**src/rtl/bwc_pkg.sv**
```systemverilog
// Package with register map, field layout and bus-cycle states of the wait controller
package bwc_pkg;

    // ****************************************
    // Register map
    // ****************************************
    localparam int unsigned  ADDR_W           = 16;
    localparam int unsigned  DATA_W           = 8;
    localparam logic [15:0]  CTRL_ADDR        = 16'hFFC2;
    localparam logic [7:0]   CTRL_RESET       = 8'h08;
    localparam logic [7:0]   RDATA_UNMAPPED   = 8'h00;

    // ****************************************
    // Field positions
    // ****************************************
    localparam int unsigned  EMU_MEMORY_SEL_POS  = 7;
    localparam int unsigned  EMU_AREA_SEL_POS    = 6;
    localparam int unsigned  PERIPH_HALVE_POS    = 5;
    localparam int unsigned  FLASH_REGS_EN_POS   = 4;
    localparam int unsigned  DELAY_MODE_HI_POS   = 3;
    localparam int unsigned  DELAY_MODE_LO_POS   = 2;
    localparam int unsigned  DELAY_COUNT_HI_POS  = 1;
    localparam int unsigned  DELAY_COUNT_LO_POS  = 0;

    // ****************************************
    // Wait modes and counts
    // ****************************************
    localparam logic [1:0]   MODE_PROG        = 2'h0;
    localparam logic [1:0]   MODE_NONE        = 2'h1;
    localparam logic [1:0]   MODE_PIN         = 2'h2;
    localparam logic [1:0]   MODE_PIN_AUTO    = 2'h3;
    localparam logic [1:0]   COUNT_ZERO       = 2'h0;
    localparam logic [1:0]   COUNT_ONE        = 2'h1;

    // ****************************************
    // Bus-cycle states
    // ****************************************
    typedef enum logic [2:0] {
        BWC_IDLE,
        BWC_T1,
        BWC_T2,
        BWC_TW,
        BWC_T3
    } bwc_state_t;

endpackage
```
**src/rtl/bwc_bus_delay_controller.sv**
```systemverilog
// External bus wait-state controller with its control register and peripheral clock enable
//
// Our own choices: the placing of the registers and the strobed register port.
`timescale 1ns/1ps

// Functional notes
// - Register loads 08 on reset, standby
// - Bits 3:2 pick one of four modes
// - Bits 1:0 give zero to three waits
// - Programmable mode: exact count, pin ignored
// - Pin mode: low in last wait adds one
// - Pin mode: extend while pin stays low
// - Auto mode: sample pin in T2 only
// - Auto mode: never beyond configured count
// - Bit 5 halves the peripheral clock
// - Bit 4 plain read/write, reset zero
// - Bits 7:6 stored only, reset zero
module bwc_bus_delay_controller
    import bwc_pkg::*;
#(
    parameter int unsigned  SYNC_STAGES = 2
)
(
    // Clock and reset
    input  wire logic               sys_clk_i,
    input  wire logic               arst_n_i,
    // Hardware standby entry, same clock domain
    input  wire logic               hw_standby_i,
    // Register port
    input  wire logic [ADDR_W-1:0]  reg_addr_i,
    input  wire logic [DATA_W-1:0]  reg_wdata_i,
    input  wire logic               reg_wr_i,
    input  wire logic               reg_rd_i,
    output logic      [DATA_W-1:0]  reg_rdata_o,
    // Processor external bus cycle
    input  wire logic               ext_cycle_start_i,
    output logic                    bus_busy_o,
    output logic                    wait_insert_o,
    output logic                    cycle_end_o,
    // External wait request pin
    input  wire logic               wait_req_n_i,
    // Peripheral clock enable and stored side fields
    output logic                    periph_clk_en_o,
    output logic                    emu_memory_select_o,
    output logic                    emu_area_select_o,
    output logic                    flash_regs_enable_o
);

    // ****************************************
    // Declarations
    // ****************************************
    logic [DATA_W-1:0]       ctrl_reg;
    logic [DATA_W-1:0]       ctrl_next;
    logic [DATA_W-1:0]       rdata_reg;
    logic [DATA_W-1:0]       rdata_next;
    logic [SYNC_STAGES-1:0]  wait_sync_reg;
    logic                    wait_low;
    bwc_state_t              state_reg;
    bwc_state_t              state_next;
    logic [1:0]              mode_lat_reg;
    logic [1:0]              mode_lat_next;
    logic [1:0]              count_lat_reg;
    logic [1:0]              count_lat_next;
    logic [1:0]              cnt_reg;
    logic [1:0]              cnt_next;
    logic                    pclk_en_reg;
    logic                    pclk_en_next;
    logic                    busy_reg;
    logic                    wait_ins_reg;
    logic                    end_reg;

    // ****************************************
    // Register decode
    // ****************************************
    wire logic        addr_hit    = (reg_addr_i == CTRL_ADDR);
    wire logic        ctrl_write  = reg_wr_i & addr_hit;
    wire logic        ctrl_read   = reg_rd_i & addr_hit;
    wire logic [1:0]  cfg_mode    = ctrl_reg[DELAY_MODE_HI_POS:DELAY_MODE_LO_POS];
    wire logic [1:0]  cfg_count   = ctrl_reg[DELAY_COUNT_HI_POS:DELAY_COUNT_LO_POS];
    wire logic        cfg_halve   = ctrl_reg[PERIPH_HALVE_POS];

    // Standby reload wins over a write in the same cycle
    assign ctrl_next  = hw_standby_i ? CTRL_RESET :
                        ctrl_write   ? reg_wdata_i : ctrl_reg;
    assign rdata_next = ctrl_read ? ctrl_reg : RDATA_UNMAPPED;

    always_ff @(posedge sys_clk_i or negedge arst_n_i)
    begin
        if (!arst_n_i)
        begin
            ctrl_reg  <= CTRL_RESET;
            rdata_reg <= RDATA_UNMAPPED;
        end
        else
        begin
            ctrl_reg  <= ctrl_next;
            rdata_reg <= rdata_next;
        end
    end

    // ****************************************
    // Wait pin synchroniser
    // ****************************************
    always_ff @(posedge sys_clk_i or negedge arst_n_i)
    begin
        if (!arst_n_i)
            wait_sync_reg <= '1;
        else
            wait_sync_reg <= {wait_sync_reg[SYNC_STAGES-2:0], wait_req_n_i};
    end

    assign wait_low = ~wait_sync_reg[SYNC_STAGES-1];

    // ****************************************
    // Bus-cycle state machine
    // ****************************************
    // Decides the step after T2 from the latched mode, count and pin level
    function automatic bwc_state_t after_t2(input logic [1:0] mode,
                                            input logic [1:0] count,
                                            input logic       pin_low);
        bwc_state_t s;
        s = BWC_T3;
        case (mode)
            MODE_PROG:     s = (count != COUNT_ZERO) ? BWC_TW : BWC_T3;
            MODE_PIN:      s = ((count != COUNT_ZERO) || pin_low) ? BWC_TW : BWC_T3;
            MODE_PIN_AUTO: s = ((count != COUNT_ZERO) && pin_low) ? BWC_TW : BWC_T3;
            default:       s = BWC_T3;
        endcase
        return s;
    endfunction

    always_comb
    begin
        state_next     = state_reg;
        mode_lat_next  = mode_lat_reg;
        count_lat_next = count_lat_reg;
        cnt_next       = cnt_reg;
        case (state_reg)
            BWC_IDLE:
            begin
                if (ext_cycle_start_i)
                begin
                    state_next     = BWC_T1;
                    mode_lat_next  = cfg_mode;
                    count_lat_next = cfg_count;
                end
            end
            BWC_T1:
                state_next = BWC_T2;
            BWC_T2:
            begin
                state_next = after_t2(mode_lat_reg, count_lat_reg, wait_low);
                cnt_next   = (count_lat_reg == COUNT_ZERO) ? COUNT_ONE : count_lat_reg;
            end
            BWC_TW:
            begin
                if (cnt_reg != COUNT_ONE)
                    cnt_next = cnt_reg - COUNT_ONE;
                else if ((mode_lat_reg == MODE_PIN) && wait_low)
                    cnt_next = COUNT_ONE;
                else
                    state_next = BWC_T3;
            end
            BWC_T3:
                state_next = BWC_IDLE;
            default:
                state_next = BWC_IDLE;
        endcase
    end

    always_ff @(posedge sys_clk_i or negedge arst_n_i)
    begin
        if (!arst_n_i)
        begin
            state_reg     <= BWC_IDLE;
            mode_lat_reg  <= MODE_PIN;
            count_lat_reg <= COUNT_ZERO;
            cnt_reg       <= COUNT_ZERO;
            busy_reg      <= 1'b0;
            wait_ins_reg  <= 1'b0;
            end_reg       <= 1'b0;
        end
        else
        begin
            state_reg     <= state_next;
            mode_lat_reg  <= mode_lat_next;
            count_lat_reg <= count_lat_next;
            cnt_reg       <= cnt_next;
            busy_reg      <= (state_next != BWC_IDLE);
            wait_ins_reg  <= (state_next == BWC_TW);
            end_reg       <= (state_next == BWC_T3);
        end
    end

    // ****************************************
    // Peripheral clock enable
    // ****************************************
    // Every cycle when undivided, every other cycle when halved
    assign pclk_en_next = cfg_halve ? ~pclk_en_reg : 1'b1;

    always_ff @(posedge sys_clk_i or negedge arst_n_i)
    begin
        if (!arst_n_i)
            pclk_en_reg <= 1'b1;
        else
            pclk_en_reg <= pclk_en_next;
    end

    // ****************************************
    // Outputs
    // ****************************************
    assign reg_rdata_o         = rdata_reg;
    assign bus_busy_o          = busy_reg;
    assign wait_insert_o       = wait_ins_reg;
    assign cycle_end_o         = end_reg;
    assign periph_clk_en_o     = pclk_en_reg;
    assign emu_memory_select_o = ctrl_reg[EMU_MEMORY_SEL_POS];
    assign emu_area_select_o   = ctrl_reg[EMU_AREA_SEL_POS];
    assign flash_regs_enable_o = ctrl_reg[FLASH_REGS_EN_POS];

    // ****************************************
    // Assertions
    // ****************************************
    a_standby_reload: assert property (@(posedge sys_clk_i) disable iff (!arst_n_i)
        hw_standby_i |=> (ctrl_reg == CTRL_RESET))
        else $error("control register not reloaded on standby");

    a_none_mode_nowait: assert property (@(posedge sys_clk_i) disable iff (!arst_n_i)
        (state_reg == BWC_T2) && (mode_lat_reg == MODE_NONE) |=> (state_reg == BWC_T3))
        else $error("wait inserted in no-wait mode");

    a_prog_exact_count: assert property (@(posedge sys_clk_i) disable iff (!arst_n_i)
        (state_reg == BWC_T2) && (mode_lat_reg == MODE_PROG) && (count_lat_reg == 2'h3)
        |=> (state_reg == BWC_TW) [*3] ##1 (state_reg == BWC_T3))
        else $error("programmable mode wait count wrong");

    a_pin_extend_low: assert property (@(posedge sys_clk_i) disable iff (!arst_n_i)
        (state_reg == BWC_TW) && (cnt_reg == COUNT_ONE) && (mode_lat_reg == MODE_PIN) && wait_low
        |=> (state_reg == BWC_TW) && wait_insert_o)
        else $error("pin mode did not extend on low pin");

    a_pin_release_high: assert property (@(posedge sys_clk_i) disable iff (!arst_n_i)
        (state_reg == BWC_TW) && (cnt_reg == COUNT_ONE) && (mode_lat_reg == MODE_PIN) && !wait_low
        |=> (state_reg == BWC_T3) ##0 cycle_end_o)
        else $error("pin mode did not end after pin high");

    a_auto_pin_high: assert property (@(posedge sys_clk_i) disable iff (!arst_n_i)
        (state_reg == BWC_T2) && (mode_lat_reg == MODE_PIN_AUTO) && !wait_low
        |=> (state_reg == BWC_T3))
        else $error("auto mode waited with pin high");

    a_auto_bounded: assert property (@(posedge sys_clk_i) disable iff (!arst_n_i)
        (state_reg == BWC_T2) && (mode_lat_reg == MODE_PIN_AUTO) && wait_low
        && (count_lat_reg == 2'h2) |=> (state_reg == BWC_TW) [*2] ##1 (state_reg == BWC_T3))
        else $error("auto mode exceeded count");

    a_periph_halve: assert property (@(posedge sys_clk_i) disable iff (!arst_n_i)
        cfg_halve && $past(cfg_halve) |-> (periph_clk_en_o != $past(periph_clk_en_o)))
        else $error("peripheral enable not halved");

    a_read_back: assert property (@(posedge sys_clk_i) disable iff (!arst_n_i)
        ctrl_read |=> (reg_rdata_o == $past(ctrl_reg)))
        else $error("register read data wrong");

    a_latch_stable: assert property (@(posedge sys_clk_i) disable iff (!arst_n_i)
        (state_reg != BWC_IDLE) && (state_next != BWC_IDLE) && (state_reg != BWC_IDLE)
        && (state_next != BWC_T1) |=> $stable(mode_lat_reg) && $stable(count_lat_reg))
        else $error("latched mode changed mid cycle");

    c_pin_extra_wait: cover property (@(posedge sys_clk_i) disable iff (!arst_n_i)
        (state_reg == BWC_TW) && (mode_lat_reg == MODE_PIN) ##1 (state_reg == BWC_TW) [*3]);

    c_auto_wait: cover property (@(posedge sys_clk_i) disable iff (!arst_n_i)
        (state_reg == BWC_T2) && (mode_lat_reg == MODE_PIN_AUTO) ##1 (state_reg == BWC_TW));

    c_write_mid_cycle: cover property (@(posedge sys_clk_i) disable iff (!arst_n_i)
        ctrl_write && (state_reg == BWC_TW));

    c_standby_reload: cover property (@(posedge sys_clk_i) disable iff (!arst_n_i)
        hw_standby_i && (ctrl_reg != CTRL_RESET));

    c_periph_halved: cover property (@(posedge sys_clk_i) disable iff (!arst_n_i)
        cfg_halve ##1 cfg_halve);

    a_latch_capture: assert property (@(posedge sys_clk_i) disable iff (!arst_n_i)
        (state_reg == BWC_IDLE) && ext_cycle_start_i
        |=> (mode_lat_reg == $past(cfg_mode)) && (count_lat_reg == $past(cfg_count)))
        else $error("mode or count not latched at cycle start");

    a_start_ignored: assert property (@(posedge sys_clk_i) disable iff (!arst_n_i)
        (state_reg != BWC_IDLE) && ext_cycle_start_i
        |=> (state_reg != BWC_T1))
        else $error("start accepted during a running cycle");

    a_periph_full: assert property (@(posedge sys_clk_i) disable iff (!arst_n_i)
        !$past(cfg_halve) |-> periph_clk_en_o)
        else $error("peripheral enable low while undivided");

    a_write_lands: assert property (@(posedge sys_clk_i) disable iff (!arst_n_i)
        ctrl_write && !hw_standby_i |=> (ctrl_reg == $past(reg_wdata_i)))
        else $error("register write not stored");

    a_prog_count_one: assert property (@(posedge sys_clk_i) disable iff (!arst_n_i)
        (state_reg == BWC_T2) && (mode_lat_reg == MODE_PROG) && (count_lat_reg == COUNT_ONE)
        |=> (state_reg == BWC_TW) ##1 (state_reg == BWC_T3))
        else $error("single wait count wrong");

    a_auto_no_extend: assert property (@(posedge sys_clk_i) disable iff (!arst_n_i)
        (state_reg == BWC_TW) && (mode_lat_reg == MODE_PIN_AUTO) && (cnt_reg == COUNT_ONE)
        |=> (state_reg == BWC_T3))
        else $error("auto mode extended past last wait");

    // ****************************************
    // Wait-state tally
    // ****************************************
    // Wait states counted over the current bus cycle
    logic [3:0]              tw_seen_reg;

    always_ff @(posedge sys_clk_i or negedge arst_n_i)
    begin
        if (!arst_n_i)
            tw_seen_reg <= 4'h0;
        else if (state_reg == BWC_T1)
            tw_seen_reg <= 4'h0;
        else if ((state_reg == BWC_TW) && (tw_seen_reg != 4'hF))
            tw_seen_reg <= tw_seen_reg + 4'h1;
    end

    a_prog_total: assert property (@(posedge sys_clk_i) disable iff (!arst_n_i)
        (state_reg == BWC_T3) && (mode_lat_reg == MODE_PROG)
        |-> (tw_seen_reg == {2'h0, count_lat_reg}))
        else $error("programmable mode total waits wrong");

    a_none_total: assert property (@(posedge sys_clk_i) disable iff (!arst_n_i)
        (state_reg == BWC_T3) && (mode_lat_reg == MODE_NONE)
        |-> (tw_seen_reg == 4'h0))
        else $error("no-wait mode inserted waits");

    a_auto_total: assert property (@(posedge sys_clk_i) disable iff (!arst_n_i)
        (state_reg == BWC_T3) && (mode_lat_reg == MODE_PIN_AUTO)
        |-> (tw_seen_reg == {2'h0, count_lat_reg}) || (tw_seen_reg == 4'h0))
        else $error("auto mode total waits wrong");

    a_pin_total: assert property (@(posedge sys_clk_i) disable iff (!arst_n_i)
        (state_reg == BWC_T3) && (mode_lat_reg == MODE_PIN)
        |-> (tw_seen_reg >= {2'h0, count_lat_reg}))
        else $error("pin mode fewer waits than count");

endmodule // bwc_bus_delay_controller

```
**config.mk**
```make
export PLATFORM = sky130hd
export DESIGN_NAME = bwc_bus_delay_controller
export DESIGN_NICKNAME = d
export VERILOG_FILES = /design/src/rtl/bwc_pkg.sv /design/src/rtl/bwc_bus_delay_controller.sv
export SDC_FILE = /design/constraint.sdc
export NUM_CORES = 1
export LEC_CHECK = 0
export BUFFER_PORTS_ARGS = -buffer_cell sky130_fd_sc_hd__buf_2
export CAP_MARGIN = 25
export CORE_MARGIN = 2
export CORE_UTILIZATION = 36
export DETAILED_ROUTE_END_ITERATION = 16
export GPL_ROUTABILITY_DRIVEN = 0
export PLACE_DENSITY = 0.6
export SETUP_SLACK_MARGIN = 0.02
export SLEW_MARGIN = 20
export SYNTH_ARGS = -nofsm -noshare
export SYNTH_HDL_FRONTEND = slang
export SYNTH_SLANG_ARGS = --single-unit
```
**constraint.sdc**
```tcl
create_clock -name sys_clk_i -period 3.6 [get_ports sys_clk_i]
set_clock_uncertainty 0.1 [all_clocks]
set_input_delay 0.54 -clock sys_clk_i [delete_from_list [all_inputs] [get_ports sys_clk_i]]
set_output_delay 0.54 -clock sys_clk_i [all_outputs]
set_load 0.01 [all_outputs]
```
# Word-level counts from Yosys, hierarchy flattened
# Cells that the tools add are included.
# word_totals
ff_bits,31
in_bits,31
out_inout_bits,15
elab_cells,54
# classes
n_addsub,1
n_eq_ne,10
muxes,16
bitwise_logic,4
n_reduce_logical,12
# op_table
cell,count
$mux 8,3
$mux 3,6
$eq 16x16->1 const B,1
$pmux 3 s4,1
$eq 3x2->1 const B,3
$pmux 3 s3,1
$mux 2,3
$reduce_bool 2->1,3
$eq 2x2->1 const B,2
$logic_not 2->1,2
$pmux 2 s2,1
$reduce_and 2->1,2
$eq 3x1->1 const B,1
$eq 3x3->1 const B,1
$logic_not 3->1,1
$ne 3x3->1 const B,1
$reduce_bool 3->1,1
$and 1x1->1,2
$logic_and 1x1->1,2
$ne 2x1->1 const B,1
$not 1->1,2
$sub 2x1->2 const B,1
$logic_or 1x1->1,1
$mux 1,1

# Longest topological paths before layout
# Gate-level depths: netlist of run 1.
# depth
depth_word,6
mapped_depth,5
depth_no_buf,5

# Worst setup path before layout of run 1
# OpenSTA, ideal clock, no wires.
# synth_path
kind,input -> register
startpoint,input reg_addr_i[0]
endpoint,register ctrl_reg[0]
setup_ns,0.132
arrival_time_ns,1.926
required_time_ns,3.368
slack_ns,1.443
stages,5
path_buffers,1
path_cell_list,or4b_4 or4_1 buf_2 o21ai_1 a21oi_1
# synth_between
elab_chain_cells,3
# synth_lines
item,line_no,rtl
"start, declared",bwc_bus_delay_controller.sv:30,"input wire logic [ADDR_W-1:0] reg_addr_i,"
$eq 16x16->1,bwc_bus_delay_controller.sv:75,wire logic addr_hit = (reg_addr_i == CTRL_ADDR);
$and 1x1->1,bwc_bus_delay_controller.sv:76,wire logic ctrl_write = reg_wr_i & addr_hit;
$reduce_bool 2->1 (no line),n/a,
"end signal, assigned",bwc_bus_delay_controller.sv:96,ctrl_reg <= ctrl_next;
"end, declared",bwc_bus_delay_controller.sv:52,logic [DATA_W-1:0] ctrl_reg;
# Every way passes these cells.
# A chain may end at the register's enable or synchronous reset.

# Final worst setup path of run 1
# layout_path
startpoint,input reg_addr_i[0]
endpoint,register ctrl_reg[7]
# The elaborated chain is that of the path after synthesis.

==> flow_summary.yaml, run 1 <==
synth:
  synth_seq_cells: 31
  synth_top_cell_by_area: "dfrtp_1"
  synth_fp_nets: 141
  netlist_area_sq_um: 1286
  synthCells: 108
  syn_area_per_cell_sq_um: 11.91
  synth_area_leaders: "dfrtp_1, dfstp_2, mux2_2"
  synth.distinct_cells: 29
  yosysTopAreaCellShare: 0.5058
  ys_seq_area_frac: 0.6080
  yosys_warnings: 0
drt:
  via_per_inst: 4.882
  routedWlPerCell_microns: 12.42
  wl_microns: 2521
  drt_first_pass_iters: 4
  first_iter_violations: 45
  vias: 991
  ant_nets: 0
  drc: 0
timing:
  rsz0062_at_grt: "no"
  fin_crit_sh: 0.5730
  worst_pin_slew_ps: 715.5
  final-hold-violation-count: 0
  slew_headroom: 0.5194
  timing.fmax_mhz: 484.8
  tns_ps: 0
  period_minus_slack_ps: 2063
  finalSetupViolCount: 0
  drv_slew: 0
worst_setup_path:
  endpoint_kind: "register"
  r2r_cells: 3
  crit_type: "input pin to register"
  r2r_start: "state_reg[0]"
  r2r_end: "count_lat_reg[1]"
  worstSetupStartpointType: "input pin"
  r2r_setup_slack_ps: 1940
  path_max_fanout: 8
  critPathArrivalTime_ps: 2180
  cp.required_ps: 3710
placed_design:
  io_buffers: 45
  hpwl_microns: 1871
  postPlaceCellArea_sq_um: 1538
final_layout:
  multi_input_area_sq_um: 465.4
  design_area_sq_um: 1612
  synthToLayoutAreaGrowth_pct: 25.29
  diodes: 0
  regArea_sq_um: 782.0
  fillCellCount: 327
  layout_commonest_cell: "buf_2"
  final_cell_mix: "buf_2, dfrtp_1, a21oi_1, and3_1"
  num-nets-final: 189
  drive_gt1_frac: 0.4268
floorplanning:
  row_count: 21
  start_util: 0.3795
  fp.coreArea_sq_um: 3390
  io_pins: 46
  fp.dieW_microns: 63.78
  fp.dieH_microns: 63.78
  die-area_sq_um: 4067
power:
  cellPowerDensity_nw_per_um2: 458.8
  ir_worst_vdd_mv: 0.1599
  power.leakage_nw: 0.8228
flow_run:
  cap_violations: 0
cts:
  cts.repair.resized: 0
  clkTransAtPathRegs_ps: 90
  cts.path.max_buffers: 2
  cts.sinks: 31
  cts_made_buffers: 5
  root_buffer: "clkbuf_4"
  cts_tree: "built"
  h-tree-depth: 2
  ctsHoldBuffers: 0
  clk-insertion-delay-late_ps: 320
  cts_post_setup_buffers_inserted: 0
grt:
  grt_max_degree: 32
  overflow: 0
  antenna_found_initial: 0
  grt_pass1_vias: 963
  grt_pass1_wl_microns: 4374
  track_usage: 0.1434
worst_hold_path:
  min_path_type: "input pin to asynchronous set/reset pin"
outcome:
  status: "finished, final reports clean"
==> logic make-up (layout without fill, tap and decap cells) <==
logic type      Yosys count  after routing  synth area share
buf+inv                   7             56           0.03015
fa+ha+maj                 2              2           0.01945
compound gates           21             21           0.09143
mux                       6              6           0.05253
simple gates             41             41            0.1984
flops                    31             31            0.6080
==> cell usage after synthesis (all sizes together) <==
library cell / count
mux2: 6
clkbuf: 1
nor4b: 1
inv: 2
ha: 2
a211oi: 2
nand4bb: 1
nor3: 3
nor4: 3
nor2b: 1
or4b: 1
o21ai: 7
dfrtp: 26
buf: 4
nand2b: 3
nand4: 2
nand2: 4
nor2: 6
a21oi: 9
dfstp: 5
or4: 1
and3: 8
o21bai: 3
nand3: 7
==> power breakdown <==
part	total (mW)	internal, mW	switching (mW)
Combinational	0.111	0.0550	0.0557
Clock	0.229	0.115	0.114
Sequential	0.399	0.376	0.0238
Total	0.739	0.546	0.194
==> layout make-up <==
type / count / share of cell area
clock buffers: 8 / 0.04270
well taps: 46 / 0.03571
flip-flops and latches: 31 / 0.4852
repair buffers: 46 / 0.1429
multi-input cells: 70 / 0.2888
inverters: 2 / 0.004658
==> metal layers <==
layer	vias to the layer above	track usage	wire length [microns]
met5	-	0	0
met4	0	0.06522	40
met3	4	0.05810	162
met2	42	0.2145	1153
met1	461	0.1820	1164
li1	484	-	-
==> worst max-delay path by stage <==
stage,from,endpoint,slack (ps),cells after the start
2_1_floorplan,reg_addr_i[0],ctrl_reg[0],1440,5
3_3_place_gp,reg_addr_i[0],ctrl_reg[1],1250,5
3_5_place_dp,reg_addr_i[0],ctrl_reg[7],1190,5
4_1_cts,reg_addr_i[0],ctrl_reg[7],1560,5
5_1_grt,reg_addr_i[0],ctrl_reg[2],1410,5
6_report,reg_addr_i[0],ctrl_reg[7],1540,5
==> stage by stage <==
step                      utilization  hold slack [ps]  worst slack [ps]  cells  power (mW)
after global placement         0.4537            246.5              1245    194      0.5128
final                          0.4755            135.6              1537    203      0.7394
after floorplan                     -            144.4              1443    108      0.4705
after global routing           0.4755            170.7              1412    203      0.7847
after detailed placement       0.4537            252.3              1188    194      0.5168
after CTS                      0.4740            156.5              1555    202      0.7472
==> worst max-delay path, cell delays in order <==
cell and delay (ps):
buf_2 90, or4b_4 550, or4_1 710, o21ai_1 200, a21oi_1 90
No activity file was read; power rests on OpenSTA's default activity.
==> run 2: changes to the inputs <==
--- a/config.mk
+++ b/config.mk
@@ -11,7 +11,7 @@
 export CORE_UTILIZATION = 36
 export DETAILED_ROUTE_END_ITERATION = 16
 export GPL_ROUTABILITY_DRIVEN = 0
-export PLACE_DENSITY = 0.6
+export PLACE_DENSITY = 0.62
 export SETUP_SLACK_MARGIN = 0.02
 export SLEW_MARGIN = 20
 export SYNTH_ARGS = -nofsm -noshare
==> constraint.sdc (replaced) <==
create_clock -name sys_clk_i -period 1.8 [get_ports sys_clk_i]
set_clock_uncertainty 0.1 [all_clocks]
set_input_delay 0.27 -clock sys_clk_i [delete_from_list [all_inputs] [get_ports sys_clk_i]]
set_output_delay 0.27 -clock sys_clk_i [all_outputs]
set_load 0.01 [all_outputs]
==> flow_summary.yaml, run 2 (synthesis results as in run 1) <==
floorplanning:
  fp.dieW_microns: 63.78
  die-area_sq_um: 4067
  fp.coreArea_sq_um: 3390
  fp.dieH_microns: 63.78
  io_pins: 46
  row_count: 21
  start_util: 0.3795
power:
  ir_worst_vdd_mv: 0.3114
  cellPowerDensity_nw_per_um2: 886.1
  power.leakage_nw: 0.8478
cts:
  cts_made_buffers: 5
  cts.sinks: 31
  clkTransAtPathRegs_ps: 90
  root_buffer: "clkbuf_4"
  h-tree-depth: 2
  cts.repair.resized: 0
  cts_post_setup_buffers_inserted: 0
  cts_tree: "built"
  ctsHoldBuffers: 2
  cts.path.max_buffers: 2
  clk-insertion-delay-late_ps: 320
worst_setup_path:
  cpMostUsedCell: "a211oi_1"
  cp_slowest_cell: "dfstp_2"
  crit_type: "register to register"
  r2r_setup_slack_ps: 220
  critPathArrivalTime_ps: 1710
  worstSetupStartpointType: "register"
  endpoint_kind: "register"
  path_max_fanout: 3
  cp.required_ps: 1930
  crit_chain: "nand2b_1, a211oi_1, nor3_1, a211oi_1"
  max_stage_delay_ps: 530
  r2r_start: "mode_lat_reg[1]"
  r2r_cells: 4
  r2r_end: "state_reg[1]"
final_layout:
  synthToLayoutAreaGrowth_pct: 29.96
  fillCellCount: 311
  multi_input_area_sq_um: 475.5
  drive_gt1_frac: 0.4410
  diodes: 0
  num-nets-final: 193
  regArea_sq_um: 782.0
  final_cell_mix: "buf_2, dfrtp_1, a21oi_1, and3_1"
  postLayoutCoreUtil: 0.4932
  layout_commonest_cell: "buf_2"
drt:
  wl_microns: 2447
  drc: 0
  first_iter_violations: 28
  routedWlPerCell_microns: 11.82
  drt_first_pass_iters: 4
  vias: 1007
  ant_nets: 0
  via_per_inst: 4.865
flow_run:
  cap_violations: 0
outcome:
  status: "finished, final reports clean"
grt:
  overflow: 0
  grt_pass1_wl_microns: 4381
  track_usage: 0.1421
  grt_max_degree: 32
  grt_pass1_vias: 1045
  antenna_found_initial: 0
timing:
  rsz0062_at_grt: "no"
  drv_slew: 0
  worst_pin_slew_ps: 642.1
  final-hold-violation-count: 0
  slew_headroom: 0.5720
  setup_ws_ps: 218.7
  fin_crit_sh: 0.8785
  tns_ps: 0
  period_minus_slack_ps: 1581
  timing.fmax_mhz: 632.4
  finalSetupViolCount: 0
placed_design:
  hpwl_microns: 1891
  io_buffers: 45
  place_ws_ps: -70.27
worst_hold_path:
  hp-start: "reg_wdata_i[4]"
  holdPathEnd: "ctrl_reg[4]"
  hold_depth: 3
  min_path_type: "input pin to register"
==> run 2: cell types whose count changed in the layout (fill, tap and decap cells not counted) <==
cell	delta
buf_4	+2
dlygate4sd3_1	+2
buf_12	+1
clkbuf_2	-1
nor4b_1	-1
nor4b_2	+1
or4_1	-1
or4_4	+1
==> run 2: worst max-delay path by stage <==
stage                     from            to  slack (ps)  cells past startpoint
3_5_place_dp     reg_addr_i[0]   ctrl_reg[7]         -70                      5
3_3_place_gp     reg_addr_i[0]   ctrl_reg[5]          -6                      5
2_1_floorplan    reg_addr_i[0]   ctrl_reg[0]          30                      5
5_1_grt        mode_lat_reg[1]  state_reg[1]          20                      4
6_report       mode_lat_reg[1]  state_reg[1]         220                      4
4_1_cts        mode_lat_reg[1]  state_reg[1]         200                      4
==> run 2: stage by stage <==
stage | hold WS (ps) | power [mW] | instances | area (sq um)
6_report | 85.89 | 1.481 | 207 | 1672
5_1_grt | 82.46 | 1.572 | 207 | 1672
4_1_cts | 68.41 | 1.505 | 207 | 1672
3_5_place_dp | 236.7 | 1.051 | 197 | 1583
3_3_place_gp | 228.7 | 1.042 | 197 | 1583
2_1_floorplan | -125.6 | 0.9489 | 108 | 1303
==> run 2: layout make-up <==
type | count | area share
multi-input cells | 70 | 0.2844
well taps | 46 | 0.03443
flip-flops and latches | 31 | 0.4678
inverters | 2 | 0.004491
repair buffers | 50 | 0.1677
clock buffers | 8 | 0.04117
==> run 2: per-layer routing <==
metal | track usage | vias to the layer above | wire length [microns]
li1 | - | 490 | -
met1 | 0.1516 | 479 | 1036
met2 | 0.2447 | 32 | 1224
met3 | 0.05282 | 6 | 124
met4 | 0.07337 | 0 | 61
met5 | 0 | - | 0
==> run 2: critical path, delay by kind of cell, from the launching register on <==
family | cells | cell delay, ps
AOI/OAI and AO/OA | 2 | 650
DFF | 1 | 530
and+or+nand+nor | 2 | 210
==> run 2: where the power goes <==
part | total [mW] | internal, mW | switching [mW]
combinational | 0.235 | 0.121 | 0.114
clock | 0.444 | 0.230 | 0.214
sequential | 0.802 | 0.751 | 0.0507
total | 1.48 | 1.10 | 0.379
